**src/hdl/ubc_pkg.sv**
```systemverilog
// shared constants and carrier types for the board control and status register bank
package ubc_pkg;
   localparam int NCH   = 6;     // channels with full control/status here
   localparam int NIRQ  = 8;     // interrupt lines shown in the switch port
   localparam int NDISC = 10;    // discrete trigger inputs
   localparam int NSW   = 8;     // user switch positions
   localparam int CW    = 16;    // trigger duration counter width

   // byte offsets on the register port
   localparam logic [8:0] OFF_BASE    = 9'h000;
   localparam logic [8:0] OFF_SWITCH  = 9'h004;
   localparam logic [8:0] OFF_CH_CTRL = 9'h010;
   localparam logic [8:0] OFF_CH_STAT = 9'h014;
   localparam logic [8:0] CH_STRIDE   = 9'h030;

   // base control fields
   localparam int BC_TERM_LSB = 0;
   localparam int BC_PROG_EN  = 16;
   localparam int BC_CLEAR    = 17;
   localparam int BC_MINT     = 20;
   localparam logic [31:0] BASE_MASK = 32'h0013_03ff;
   localparam logic [31:0] BASE_RST  = 32'h0000_0000;

   // switch port fields
   localparam int SW_REV_LSB = 8;
   localparam int SW_IRQ_LSB = 24;

   // channel control fields
   localparam int CC_SEL_LSB = 0;
   localparam int CC_SEL_W   = 4;
   localparam int CC_INT_EN  = 4;
   localparam int CC_FORCE   = 5;
   localparam int CC_WDMA_IE = 6;
   localparam int CC_RDMA_IE = 7;
   localparam int CC_TMON    = 8;
   localparam int CC_FDX     = 9;
   localparam int CC_AUTO    = 10;
   localparam int CC_W       = 11;
   localparam logic [CC_W-1:0] CTRL_RST = 11'h000;

   // channel status fields
   localparam int ST_TX_DONE  = 0;
   localparam int ST_RX_DONE  = 1;
   localparam int ST_PARITY   = 2;
   localparam int ST_FRAMING  = 3;
   localparam int ST_WDMA_ERR = 4;
   localparam int ST_RDMA_ERR = 5;
   localparam int ST_WDMA_INT = 6;
   localparam int ST_RDMA_INT = 7;
   localparam int ST_WDMA_IDL = 8;
   localparam int ST_RDMA_IDL = 9;
   localparam int ST_HI_OVER  = 12;
   localparam int ST_HI_UNDER = 13;
   localparam int ST_LO_OVER  = 14;
   localparam int ST_LO_UNDER = 15;
   localparam int ST_CLR_CNT  = 16;
   localparam int ST_LAT_CNT  = 17;
   localparam int ST_USER     = 27;
   localparam int ST_CHIRQ    = 31;
   localparam logic [15:0] LATCH_MASK = 16'hf0ff;

   // receive message ends after this many idle bit periods
   localparam logic [3:0] IDLE_BITS = 4'h8;

   typedef struct packed {
      logic       tx_done;
      logic       rx_byte;
      logic       parity_err;
      logic       framing_err;
      logic       bit_tick;
      logic       wdma_err;
      logic       rdma_err;
      logic       wdma_int;
      logic       rdma_int;
      logic       wdma_idle;
      logic       rdma_idle;
      logic       tx_active;
      logic       dir_cmd;
      logic       tx_en;
      logic       rx_en;
      logic [3:0] user_en;
   } ubc_chan_ev_t;

   typedef struct packed {
      logic [CW-1:0] hi_max;
      logic [CW-1:0] hi_min;
      logic [CW-1:0] lo_max;
      logic [CW-1:0] lo_min;
   } ubc_limits_t;

   typedef struct packed {
      logic [CW-1:0] hi;
      logic [CW-1:0] lo;
   } ubc_counts_t;

   typedef struct packed {
      logic trig;
      logic drive_en;
      logic shared_line;
      logic irq;
   } ubc_chan_out_t;
endpackage

```
**src/hdl/ubc_regs.sv**
```systemverilog
// common and per-channel control/status register bank of the serial board
module ubc_regs #(
   parameter logic [7:0] REV_CODE = 8'h5a   // arbitrary value
) (
   input  wire logic                          clock_i,
   input  wire logic                          rstn_i,
   input  wire logic                          cmd_reset_i,
   input  wire logic [8:0]                    reg_addr_i,
   input  wire logic                          reg_wr_i,
   input  wire logic                          reg_rd_i,
   input  wire logic [31:0]                   reg_wdata_i,
   output logic      [31:0]                   reg_rdata_o,
   input  wire logic [ubc_pkg::NSW-1:0]       switch_i,
   input  wire logic [ubc_pkg::NDISC-1:0]     disc_i,
   input  wire logic                          synth_clock_b_i,
   input  wire logic [ubc_pkg::NCH-1:0]       rx_line_i,
   input  wire ubc_pkg::ubc_chan_ev_t [ubc_pkg::NCH-1:0] chan_ev_i,
   input  wire ubc_pkg::ubc_limits_t  [ubc_pkg::NCH-1:0] limits_i,
   input  wire logic [ubc_pkg::NIRQ-ubc_pkg::NCH-1:0]    far_irq_i,
   output logic      [ubc_pkg::NDISC-1:0]     term_en_o,
   output logic                               synth_prog_run_o,
   output logic                               synth_clear_o,
   output ubc_pkg::ubc_chan_out_t [ubc_pkg::NCH-1:0]     chan_o,
   output ubc_pkg::ubc_counts_t   [ubc_pkg::NCH-1:0]     trig_lat_o,
   output logic                               host_irq_o
);
   import ubc_pkg::*;

   typedef struct packed {
      logic [31:0]                   base;
      logic [NCH-1:0][CC_W-1:0]      ctrl;
      logic [NCH-1:0][15:0]          flags;
      logic [NCH-1:0]                have_byte;
      logic [NCH-1:0][3:0]           idle_cnt;
      logic [NCH-1:0]                dir_rx;
      logic [NCH-1:0][CW-1:0]        hi_cnt;
      logic [NCH-1:0][CW-1:0]        lo_cnt;
      logic [NCH-1:0]                stopped;
      logic [NCH-1:0]                trig_prev;
      ubc_counts_t [NCH-1:0]         lat;
      ubc_chan_out_t [NCH-1:0]       out;
      logic [NDISC-1:0]              disc_s1;
      logic [NDISC-1:0]              disc_s2;
      logic [NCH-1:0]                rxl_s1;
      logic [NCH-1:0]                rxl_s2;
      logic [NSW-1:0]                sw_s1;
      logic [NSW-1:0]                sw_s2;
      logic                          ckb_s1;
      logic                          ckb_s2;
      logic                          ckb_prev;
      logic [31:0]                   rdata;
      logic                          prog_run;
      logic                          synth_clr;
      logic [NDISC-1:0]              term;
      logic                          host_irq;
   } ubc_state_t;

   localparam ubc_state_t STATE_RST = '0;

   ubc_state_t st_r;
   ubc_state_t st_nxt;

   // all behaviour in one pass over the state; per-channel work is one loop
   always_comb
   begin
      logic [NIRQ-1:0] irq_vec;
      logic [15:0]     set_v;
      logic [15:0]     clr_v;
      logic [31:0]     rd_v;
      logic            ckb_tick;
      logic            trig_v;
      logic            user_v;
      logic            msg_done;
      logic [CC_W-1:0] cc;
      irq_vec  = '0;
      set_v    = '0;
      clr_v    = '0;
      rd_v     = '0;
      trig_v   = 1'b0;
      user_v   = 1'b0;
      msg_done = 1'b0;
      cc       = '0;
      ckb_tick = 1'b0;
      st_nxt   = st_r;

      // every pin but far_irq_i crosses two flops before any logic looks at it
      st_nxt.disc_s1  = disc_i;
      st_nxt.disc_s2  = st_r.disc_s1;
      st_nxt.rxl_s1   = rx_line_i;
      st_nxt.rxl_s2   = st_r.rxl_s1;
      st_nxt.sw_s1    = switch_i;
      st_nxt.sw_s2    = st_r.sw_s1;
      st_nxt.ckb_s1   = synth_clock_b_i;
      st_nxt.ckb_s2   = st_r.ckb_s1;
      st_nxt.ckb_prev = st_r.ckb_s2;
      // clock b is far slower than the system clock, so its rising edge is a tick
      ckb_tick = st_r.ckb_s2 & ~st_r.ckb_prev;

      // base control: only defined bits are stored, so spare bits read zero
      if (reg_wr_i && reg_addr_i == OFF_BASE)
         st_nxt.base = reg_wdata_i & BASE_MASK;
      if (cmd_reset_i)
         st_nxt.base = BASE_RST;

      for (int ch = 0; ch < NCH; ch++)
      begin
         cc = st_r.ctrl[ch];
         set_v = '0;
         clr_v = '0;
         msg_done = 1'b0;

         // channel control write
         if (reg_wr_i && reg_addr_i == 9'(OFF_CH_CTRL + 9'(ch) * CH_STRIDE))
            st_nxt.ctrl[ch] = reg_wdata_i[CC_W-1:0];

         // status write clears the ones written, never stores
         if (reg_wr_i && reg_addr_i == 9'(OFF_CH_STAT + 9'(ch) * CH_STRIDE))
            clr_v = reg_wdata_i[15:0] & LATCH_MASK;

         // receive message end: a byte, then eight idle bit periods
         if (chan_ev_i[ch].rx_byte)
         begin
            st_nxt.have_byte[ch] = 1'b1;
            st_nxt.idle_cnt[ch]  = '0;
         end
         else if (!st_r.rxl_s2[ch])
            st_nxt.idle_cnt[ch] = '0;
         else if (chan_ev_i[ch].bit_tick && st_r.have_byte[ch])
         begin
            if (st_r.idle_cnt[ch] == IDLE_BITS - 4'h1)
            begin
               msg_done = 1'b1;
               st_nxt.have_byte[ch] = 1'b0;
               st_nxt.idle_cnt[ch]  = '0;
            end
            else
               st_nxt.idle_cnt[ch] = st_r.idle_cnt[ch] + 4'h1;
         end

         // event sources for the latched flags
         set_v[ST_TX_DONE]  = chan_ev_i[ch].tx_done;
         set_v[ST_RX_DONE]  = msg_done;
         set_v[ST_PARITY]   = chan_ev_i[ch].parity_err;
         set_v[ST_FRAMING]  = chan_ev_i[ch].framing_err;
         set_v[ST_WDMA_ERR] = chan_ev_i[ch].wdma_err;
         set_v[ST_RDMA_ERR] = chan_ev_i[ch].rdma_err;
         set_v[ST_WDMA_INT] = chan_ev_i[ch].wdma_int;
         set_v[ST_RDMA_INT] = chan_ev_i[ch].rdma_int;

         // selected trigger input; an out-of-range select reads low
         trig_v = 1'b0;
         for (int d = 0; d < NDISC; d++)
            if (cc[CC_SEL_LSB +: CC_SEL_W] == CC_SEL_W'(d))
               trig_v = st_r.disc_s2[d];
         st_nxt.out[ch].trig = trig_v;

         // trigger monitor, advanced once per clock b tick
         if (ckb_tick)
         begin
            st_nxt.trig_prev[ch] = trig_v;
            if (cc[CC_TMON])
            begin
               if (trig_v != st_r.trig_prev[ch])
               begin
                  st_nxt.stopped[ch] = 1'b0;
                  // a level cut short by a clear is not judged
                  if (!st_r.stopped[ch] && !trig_v)
                  begin
                     set_v[ST_HI_OVER]  = st_r.hi_cnt[ch] > limits_i[ch].hi_max;
                     set_v[ST_HI_UNDER] = st_r.hi_cnt[ch] < limits_i[ch].hi_min;
                     st_nxt.hi_cnt[ch] = '0;
                  end
                  else if (!st_r.stopped[ch])
                  begin
                     set_v[ST_LO_OVER]  = st_r.lo_cnt[ch] > limits_i[ch].lo_max;
                     set_v[ST_LO_UNDER] = st_r.lo_cnt[ch] < limits_i[ch].lo_min;
                     st_nxt.lo_cnt[ch] = '0;
                  end
               end
               else if (!st_r.stopped[ch])
               begin
                  // saturate so a stuck level cannot wrap to a short count
                  if (trig_v && st_r.hi_cnt[ch] != {CW{1'b1}})
                     st_nxt.hi_cnt[ch] = st_r.hi_cnt[ch] + 1'b1;
                  if (!trig_v && st_r.lo_cnt[ch] != {CW{1'b1}})
                     st_nxt.lo_cnt[ch] = st_r.lo_cnt[ch] + 1'b1;
               end
            end
         end

         // write-only counter commands in the status word
         if (reg_wr_i && reg_addr_i == 9'(OFF_CH_STAT + 9'(ch) * CH_STRIDE))
         begin
            if (reg_wdata_i[ST_LAT_CNT])
            begin
               st_nxt.lat[ch].hi = st_r.hi_cnt[ch];
               st_nxt.lat[ch].lo = st_r.lo_cnt[ch];
            end
            if (reg_wdata_i[ST_CLR_CNT])
            begin
               st_nxt.hi_cnt[ch]  = '0;
               st_nxt.lo_cnt[ch]  = '0;
               st_nxt.stopped[ch] = 1'b1;
            end
         end

         // set after clear so a same-cycle event is never lost
         st_nxt.flags[ch] = (st_r.flags[ch] & ~clr_v) | (set_v & LATCH_MASK);
         st_nxt.flags[ch][ST_WDMA_IDL] = chan_ev_i[ch].wdma_idle;
         st_nxt.flags[ch][ST_RDMA_IDL] = chan_ev_i[ch].rdma_idle;

         // interrupt combining from the registered flags
         user_v = (|(st_r.flags[ch][ST_FRAMING:ST_TX_DONE] & chan_ev_i[ch].user_en))
                  | cc[CC_FORCE];
         irq_vec[ch] = (user_v & cc[CC_INT_EN] & st_r.base[BC_MINT])
                     | (cc[CC_WDMA_IE] & st_r.flags[ch][ST_WDMA_INT])
                     | (cc[CC_RDMA_IE] & st_r.flags[ch][ST_RDMA_INT]);
         st_nxt.out[ch].irq = irq_vec[ch];

         // line direction; the direction flag only matters in half duplex
         if (cc[CC_FDX])
            st_nxt.dir_rx[ch] = 1'b0;
         else if (cc[CC_AUTO] && chan_ev_i[ch].tx_en && chan_ev_i[ch].rx_en)
         begin
            if (chan_ev_i[ch].tx_done)
               st_nxt.dir_rx[ch] = 1'b1;
            else if (msg_done)
               st_nxt.dir_rx[ch] = 1'b0;
         end
         else if (chan_ev_i[ch].dir_cmd)
            st_nxt.dir_rx[ch] = ~st_r.dir_rx[ch];
         st_nxt.out[ch].shared_line = ~cc[CC_FDX];
         st_nxt.out[ch].drive_en = chan_ev_i[ch].tx_active
                                 & (cc[CC_FDX] | ~st_r.dir_rx[ch]);

         // read mux for this channel
         if (reg_addr_i == 9'(OFF_CH_CTRL + 9'(ch) * CH_STRIDE))
            rd_v = 32'(st_r.ctrl[ch]);
         if (reg_addr_i == 9'(OFF_CH_STAT + 9'(ch) * CH_STRIDE))
         begin
            rd_v = 32'(st_r.flags[ch]);
            rd_v[ST_USER]  = user_v;
            rd_v[ST_CHIRQ] = st_r.out[ch].irq;
         end
      end

      // the two channels beyond this bank report their lines in from outside
      for (int k = NCH; k < NIRQ; k++)
         irq_vec[k] = far_irq_i[k-NCH];

      // common reads; any other address reads zero
      if (reg_addr_i == OFF_BASE)
         rd_v = st_r.base;
      if (reg_addr_i == OFF_SWITCH)
      begin
         rd_v = '0;
         rd_v[NSW-1:0] = st_r.sw_s2;
         rd_v[SW_REV_LSB +: 8] = REV_CODE;
         for (int k = 0; k < NIRQ; k++)
            rd_v[SW_IRQ_LSB + k] = (k < NCH) ? st_r.out[k % NCH].irq : far_irq_i[k % 2];
      end
      if (reg_rd_i)
         st_nxt.rdata = rd_v;

      // base control outputs; clear overrides programming
      st_nxt.term      = st_r.base[BC_TERM_LSB +: NDISC];
      st_nxt.prog_run  = st_r.base[BC_PROG_EN] & ~st_r.base[BC_CLEAR];
      st_nxt.synth_clr = st_r.base[BC_CLEAR];
      // the global enable gates every channel, dma included, before the host sees it
      st_nxt.host_irq  = st_r.base[BC_MINT] & (|irq_vec);
   end

   // single state register
   always_ff @(posedge clock_i or negedge rstn_i)
   begin
      if (!rstn_i)
         st_r <= STATE_RST;
      else
         st_r <= st_nxt;
   end

   // outputs straight from the state flops
   assign reg_rdata_o      = st_r.rdata;
   assign term_en_o        = st_r.term;
   assign synth_prog_run_o = st_r.prog_run;
   assign synth_clear_o    = st_r.synth_clr;
   assign chan_o           = st_r.out;
   assign trig_lat_o       = st_r.lat;
   assign host_irq_o       = st_r.host_irq;
endmodule
```
**config.mk**
```make
export PLATFORM = sky130hd
export DESIGN_NAME = ubc_regs
export DESIGN_NICKNAME = d
export VERILOG_FILES = /design/src/hdl/ubc_pkg.sv /design/src/hdl/ubc_regs.sv
export SDC_FILE = /design/constraint.sdc
export NUM_CORES = 2
export LEC_CHECK = 0
export BUFFER_PORTS_ARGS = -buffer_cell sky130_fd_sc_hd__buf_2
export CAP_MARGIN = 5
export CORE_AREA = 8 8 316 318
export CTS_BUF_LIST = sky130_fd_sc_hd__clkbuf_16
export CTS_CLUSTER_SIZE = 40
export DETAILED_ROUTE_END_ITERATION = 8
export DIE_AREA = 0 0 324 326
export PLACE_DENSITY_LB_ADDON = 0.2
export SLEW_MARGIN = 20
export SYNTH_ARGS = -nofsm -noshare
export SYNTH_HDL_FRONTEND = slang
export SYNTH_SLANG_ARGS = --single-unit
```
**constraint.sdc**
```tcl
create_clock -name clock_i -period 2.21 [get_ports clock_i]
set_input_delay 0.1105 -clock clock_i [delete_from_list [all_inputs] [get_ports clock_i]]
set_output_delay 0.1105 -clock clock_i [all_outputs]
set_load 0.02 [all_outputs]
```
# Word level (Yosys, flattened, before mapping)

Index checks and enable logic that the tools add are counted.
W data, S select, Z words.

Register bits: 746
Word-level logic and storage cells: 805
Bits of input ports: 571

Bitwise logic cells: 95
Eq/ne operators: 103
Reduce and logical (&&, ||, !) cells: 118
Multiplexer cells: 352
Add/subtract/negate cells: 18
$lt $le $gt $ge: 24

Operators with widths:

| kind                    | number |
|---|---|
| $mux W16                | 108 |
| $mux W32                | 15 |
| $add A16 B1 Y16 const B | 12 |
| $gt A16 B16 Y1          | 12 |
| $lt A16 B16 Y1          | 12 |
| $ne A16 B16 Y1 const B  | 12 |
| $mux W1                 | 168 |
| $mux W4                 | 42 |
| $eq A4 B3 Y1 const B    | 30 |
| $and A16 B16 Y16        | 6 |
| $not A16 Y16            | 6 |
| $or A16 B16 Y16         | 6 |
| $logic_and A1 B1 Y1     | 49 |
| $eq A4 B2 Y1 const B    | 12 |
| $eq A4 B4 Y1 const B    | 12 |
| $reduce_bool A2 Y1      | 19 |
| $eq A9 B7 Y1 const B    | 4 |
| $eq A9 B8 Y1 const B    | 4 |
| $mux W2                 | 18 |
| $and A1 B1 Y1           | 33 |
| $add A4 B1 Y4 const B   | 6 |
| $and A4 B4 Y4           | 6 |
| $eq A4 B1 Y1 const B    | 6 |
| $logic_not A4 Y1        | 6 |
| other kinds (16)        | 106 |

# Depth between registers and ports, before layout

Word-level depth: 20
Mapped depth: 10
Gate-level depth less buffers: 8

# Worst setup path after synthesis

Ideal clock, no wire load.

Kind: reg-to-reg
Start point: register st_r[692] (netlist name)
End point: register st_r[399] (netlist name)
Required time: 2.131 ns
Stages on the path, launching flop included: 9
Slack: -0.206 ns
Buffers on the path: 1
Arrival: 2.336 ns
Cells stage by stage: dfrtp_1 -> mux4_2 -> a221oi_2 -> or2_1 -> buf_6 -> inv_2 -> or4_1 -> or2_0 -> mux2i_1

RTL lines:

| what                     | line            | RTL |
|---|---|---|
| start: declaration       | ubc_regs.sv:60  | `ubc_state_t st_r;` |
| start signal: assignment | ubc_regs.sv:279 | `st_r <= st_nxt;` |

==> impl_metrics.py <==
metrics = {
    "status": {
        "status": "finished with violations",
        "violations": "negative setup slack",
    },
    "placement": {
        "dp_hpwl_um": 136200,
        "numPlacedInstances": 6902,
        "gp_congestion": 0.9725,
        "io_buffer_count": 812,
        "post-place-ws_ns": -0.6475,
    },
    "sta": {
        "tightestPinTransition_ns": 0.8740,
        "fin_setup_tns_ns": -6.232,
        "holdWs_ns": 0.04552,
        "rsz0062_at_grt": "true",
        "finalHoldViolCount": 0,
        "clock-skew-final_ns": 0.02007,
        "slew_viol_final": 0,
        "period_needed_ns": 2.418,
        "finalSetupViolCount": 72,
        "setup_ws_ns": -0.2085,
        "period_share": 1.094,
        "fmax_mhz": 413.5,
        "slew_headroom": 0.4174,
    },
    "clock_tree": {
        "path_clk_slew_ns": 0.06,
        "cts.path.max_buffers": 3,
        "root_buffer": "clkbuf_16",
        "clk-insertion-delay-late_ns": 0.65,
        "cts_made_buffers": 84,
        "cts_tree": "done",
        "ctsHtreeMaxLevel": 3,
        "cts.sink_count": 710,
    },
    "synthesis": {
        "netlist_area_um2": 44360,
        "synth.distinct_cells": 94,
        "synthArstFlopShare": 1.000,
        "synthTopCellsByArea": "dfrtp_1 40%, ha_1 11%, mux2_2 6.1%",
        "netlist.area_leader.share": 0.4005,
        "yosys_warnings": 0,
        "synth-edff-count": 0,
        "yosys-top-cells-count": "710 x dfrtp_1, 441 x inv_1, 393 x nand2_1",
        "ys.flop_type": "dfrtp_1",
        "synth.most_common_cell": "dfrtp_1",
        "ys_seq_elements": 710,
        "avgSynthCellArea_um2": 9.406,
        "synth_top_area_cell": "dfrtp_1",
        "yosysSeqAreaShare": 0.4005,
        "synthCells": 4716,
    },
    "pwr": {
        "powerDensity_nw_per_um2": 576.3,
        "p_leak_nw": 29.51,
        "peakVddDrop_v": 0.0006217,
        "power.total_mw": 33.74,
    },
    "route": {
        "post-route-drc-count": 0,
        "post_drt_via_cell_ratio": 5.759,
        "drt-initial-drc-count": 3387,
        "routed_wirelength_um": 174200,
        "dr.pass1.iters": 6,
        "vias": 42180,
        "wl_per_cell_um": 23.78,
        "antenna_violating_nets_post_route": 0,
    },
    "worst_setup_path": {
        "slowest_stage": "or4_4",
        "critical_path_required_ns": 2.77,
        "endpoint_kind": "flip-flop",
        "crit_chain": "buf_4, mux4_2, a21boi_1, or2_4, buf_6, or4_4, o31a_1, a31oi_1",
        "worstSetupStartpointType": "flip-flop",
        "worstReg2RegEnd": "st_r[482]$_DFF_PN0_",
        "rrSetupSlack_ns": -0.21,
        "r2r-start": "st_r[681]$_DFFE_PN0P_",
        "crit_type": "flip-flop to flip-flop",
        "cp.arrival_ns": 2.98,
        "max_stage_delay_ns": 0.54,
        "critPathMaxFanout": 8,
        "r2r_cells": 8,
    },
    "finish": {
        "drive_gt1_frac": 0.3291,
        "fin_cells": 7324,
        "area_delta_synth_final_pct": 31.96,
        "nNetsFinal": 6924,
    },
    "die": {
        "fp.dieH_um": 326,
        "die_w_um": 324,
        "num_rows": 113,
        "die_area_um2": 105600,
        "initial_utilization": 0.4697,
        "ios": 832,
        "core_area_um2": 94450,
    },
    "min_path": {
        "holdCritPathClass": "input pin to flip-flop",
        "min_from": "limits_i[86]",
        "min_to": "st_r[582]$_DFF_PN0_",
        "holdPathStages": 5,
    },
    "global_route": {
        "grt_max_degree": 91,
        "grt_usage": 0.3175,
        "grt_pass1_wl_um": 260200,
        "grt-ovfl-total": 0,
        "antenna_found_initial": 39,
        "first_global_vias": 42840,
    },
    "flow_run": {
        "maxCapViolCount": 0,
    },
}
## critical path: cells and delay by family (launching register included)
kind | cells | cell delay (ns)
buf+inv | 2 | 0.30
simple gates | 2 | 0.83
compound gates | 3 | 0.45
flops | 1 | 0.43
mux | 1 | 0.31
## power breakdown
part	total [mW]	switching, mW	leakage [nW]	internal (mW)
Combinational	5.23	2.87	19.3	2.37
Sequential	13.9	0.476	8.81	13.4
Clock	14.6	5.83	1.44	8.77
Total	33.7	9.17	29.5	24.6
## through the flow
stage          utilization  cell area (um^2)
6_report            0.6198             58530
5_1_grt             0.6194             58500
4_1_cts             0.6059             57220
3_5_place_dp        0.5503             51970
3_3_place_gp        0.5502             51960
2_1_floorplan            -             44520
## cell type report
type	instances	area [um^2]
multi-input combinational	3149	23540
fill	8103	35910
clock buffer	89	2227
sequential	710	17780
clock inverter	65	644.4
inverter	446	1709
antenna	28	70.07
tap	1265	1583
timing repair buffer	1572	10980
## routing by layer
layer | up-vias | routed length (um) | GRT usage
met5 | - | 176 | 0
met4 | 28 | 8026 | 0.1329
met3 | 412 | 14300 | 0.06808
met2 | 1800 | 80140 | 0.5094
met1 | 20570 | 71510 | 0.4138
li1 | 19370 | - | -
## flip-flops by register name (all words and copies together) (netlist names)
name / flops
term_en_o: 10
host_irq_o: 1
synth_clear_o: 1
reg_rdata_o: 27
trig_lat_o: 192
st_nxt: 37
st_r: 417
chan_o: 24
synth_prog_run_o: 1
## worst max-delay path by stage
stage                                     start  slack [ns]                         end
final                     st_r[681]$_DFFE_PN0P_       -0.21         st_r[482]$_DFF_PN0_
after global routing      st_r[681]$_DFFE_PN0P_       -0.28         st_r[385]$_DFF_PN0_
after CTS                 st_r[692]$_DFFE_PN0P_       -0.16         st_r[395]$_DFF_PN0_
after detailed placement          reg_addr_i[5]       -0.65  reg_rdata_o[3]$_DFFE_PN0P_
after global placement            reg_addr_i[1]       -1.16         st_r[348]$_DFF_PN0_
after floorplan           st_r[692]$_DFFE_PN0P_       -0.09         st_r[395]$_DFF_PN0_
## placed cells by master (no fill, tap or decap), drive strengths merged, types with 37 or more instances in the layout
cell type	Yosys	layout
buf	288	1384
dfrtp	710	710
inv	445	457
nand2	394	394
ha	390	390
a21oi	268	269
o21ai	242	242
mux2	240	240
nand3	209	209
nor2	194	194
dlygate4sd3	0	186
a21o	143	143
nand4	124	124
clkbuf	128	91
and3	86	86
a31oi	73	73
nor3	64	64
nor2b	43	43
nand2b	40	40
or3	37	37
## kinds of logic after synthesis
kind of cell	Yosys count	synth area share
AO/OA/AOI/OAI	1102	0.1628
AND/OR/NAND/NOR	1355	0.1549
adder cells (fa/ha/maj)	390	0.1100
flip-flops	710	0.4005
XOR/XNOR	19	0.003752
buffers and inverters	862	0.09542
multiplexers	277	0.07246
other	1	0.00008454
## repair_timing
action / 4_1_cts / 5_1_grt
setup endpoints to repair: 184 / 186
hold buffers: 187 / 0
setup buffers: 21 / 32
pin swaps: 28 / 96
endpoints found under the hold margin: 757 / 0
gates resized for setup: 96 / 240
cloned: 1 / 3
Power figures use the tool's default switching activity.
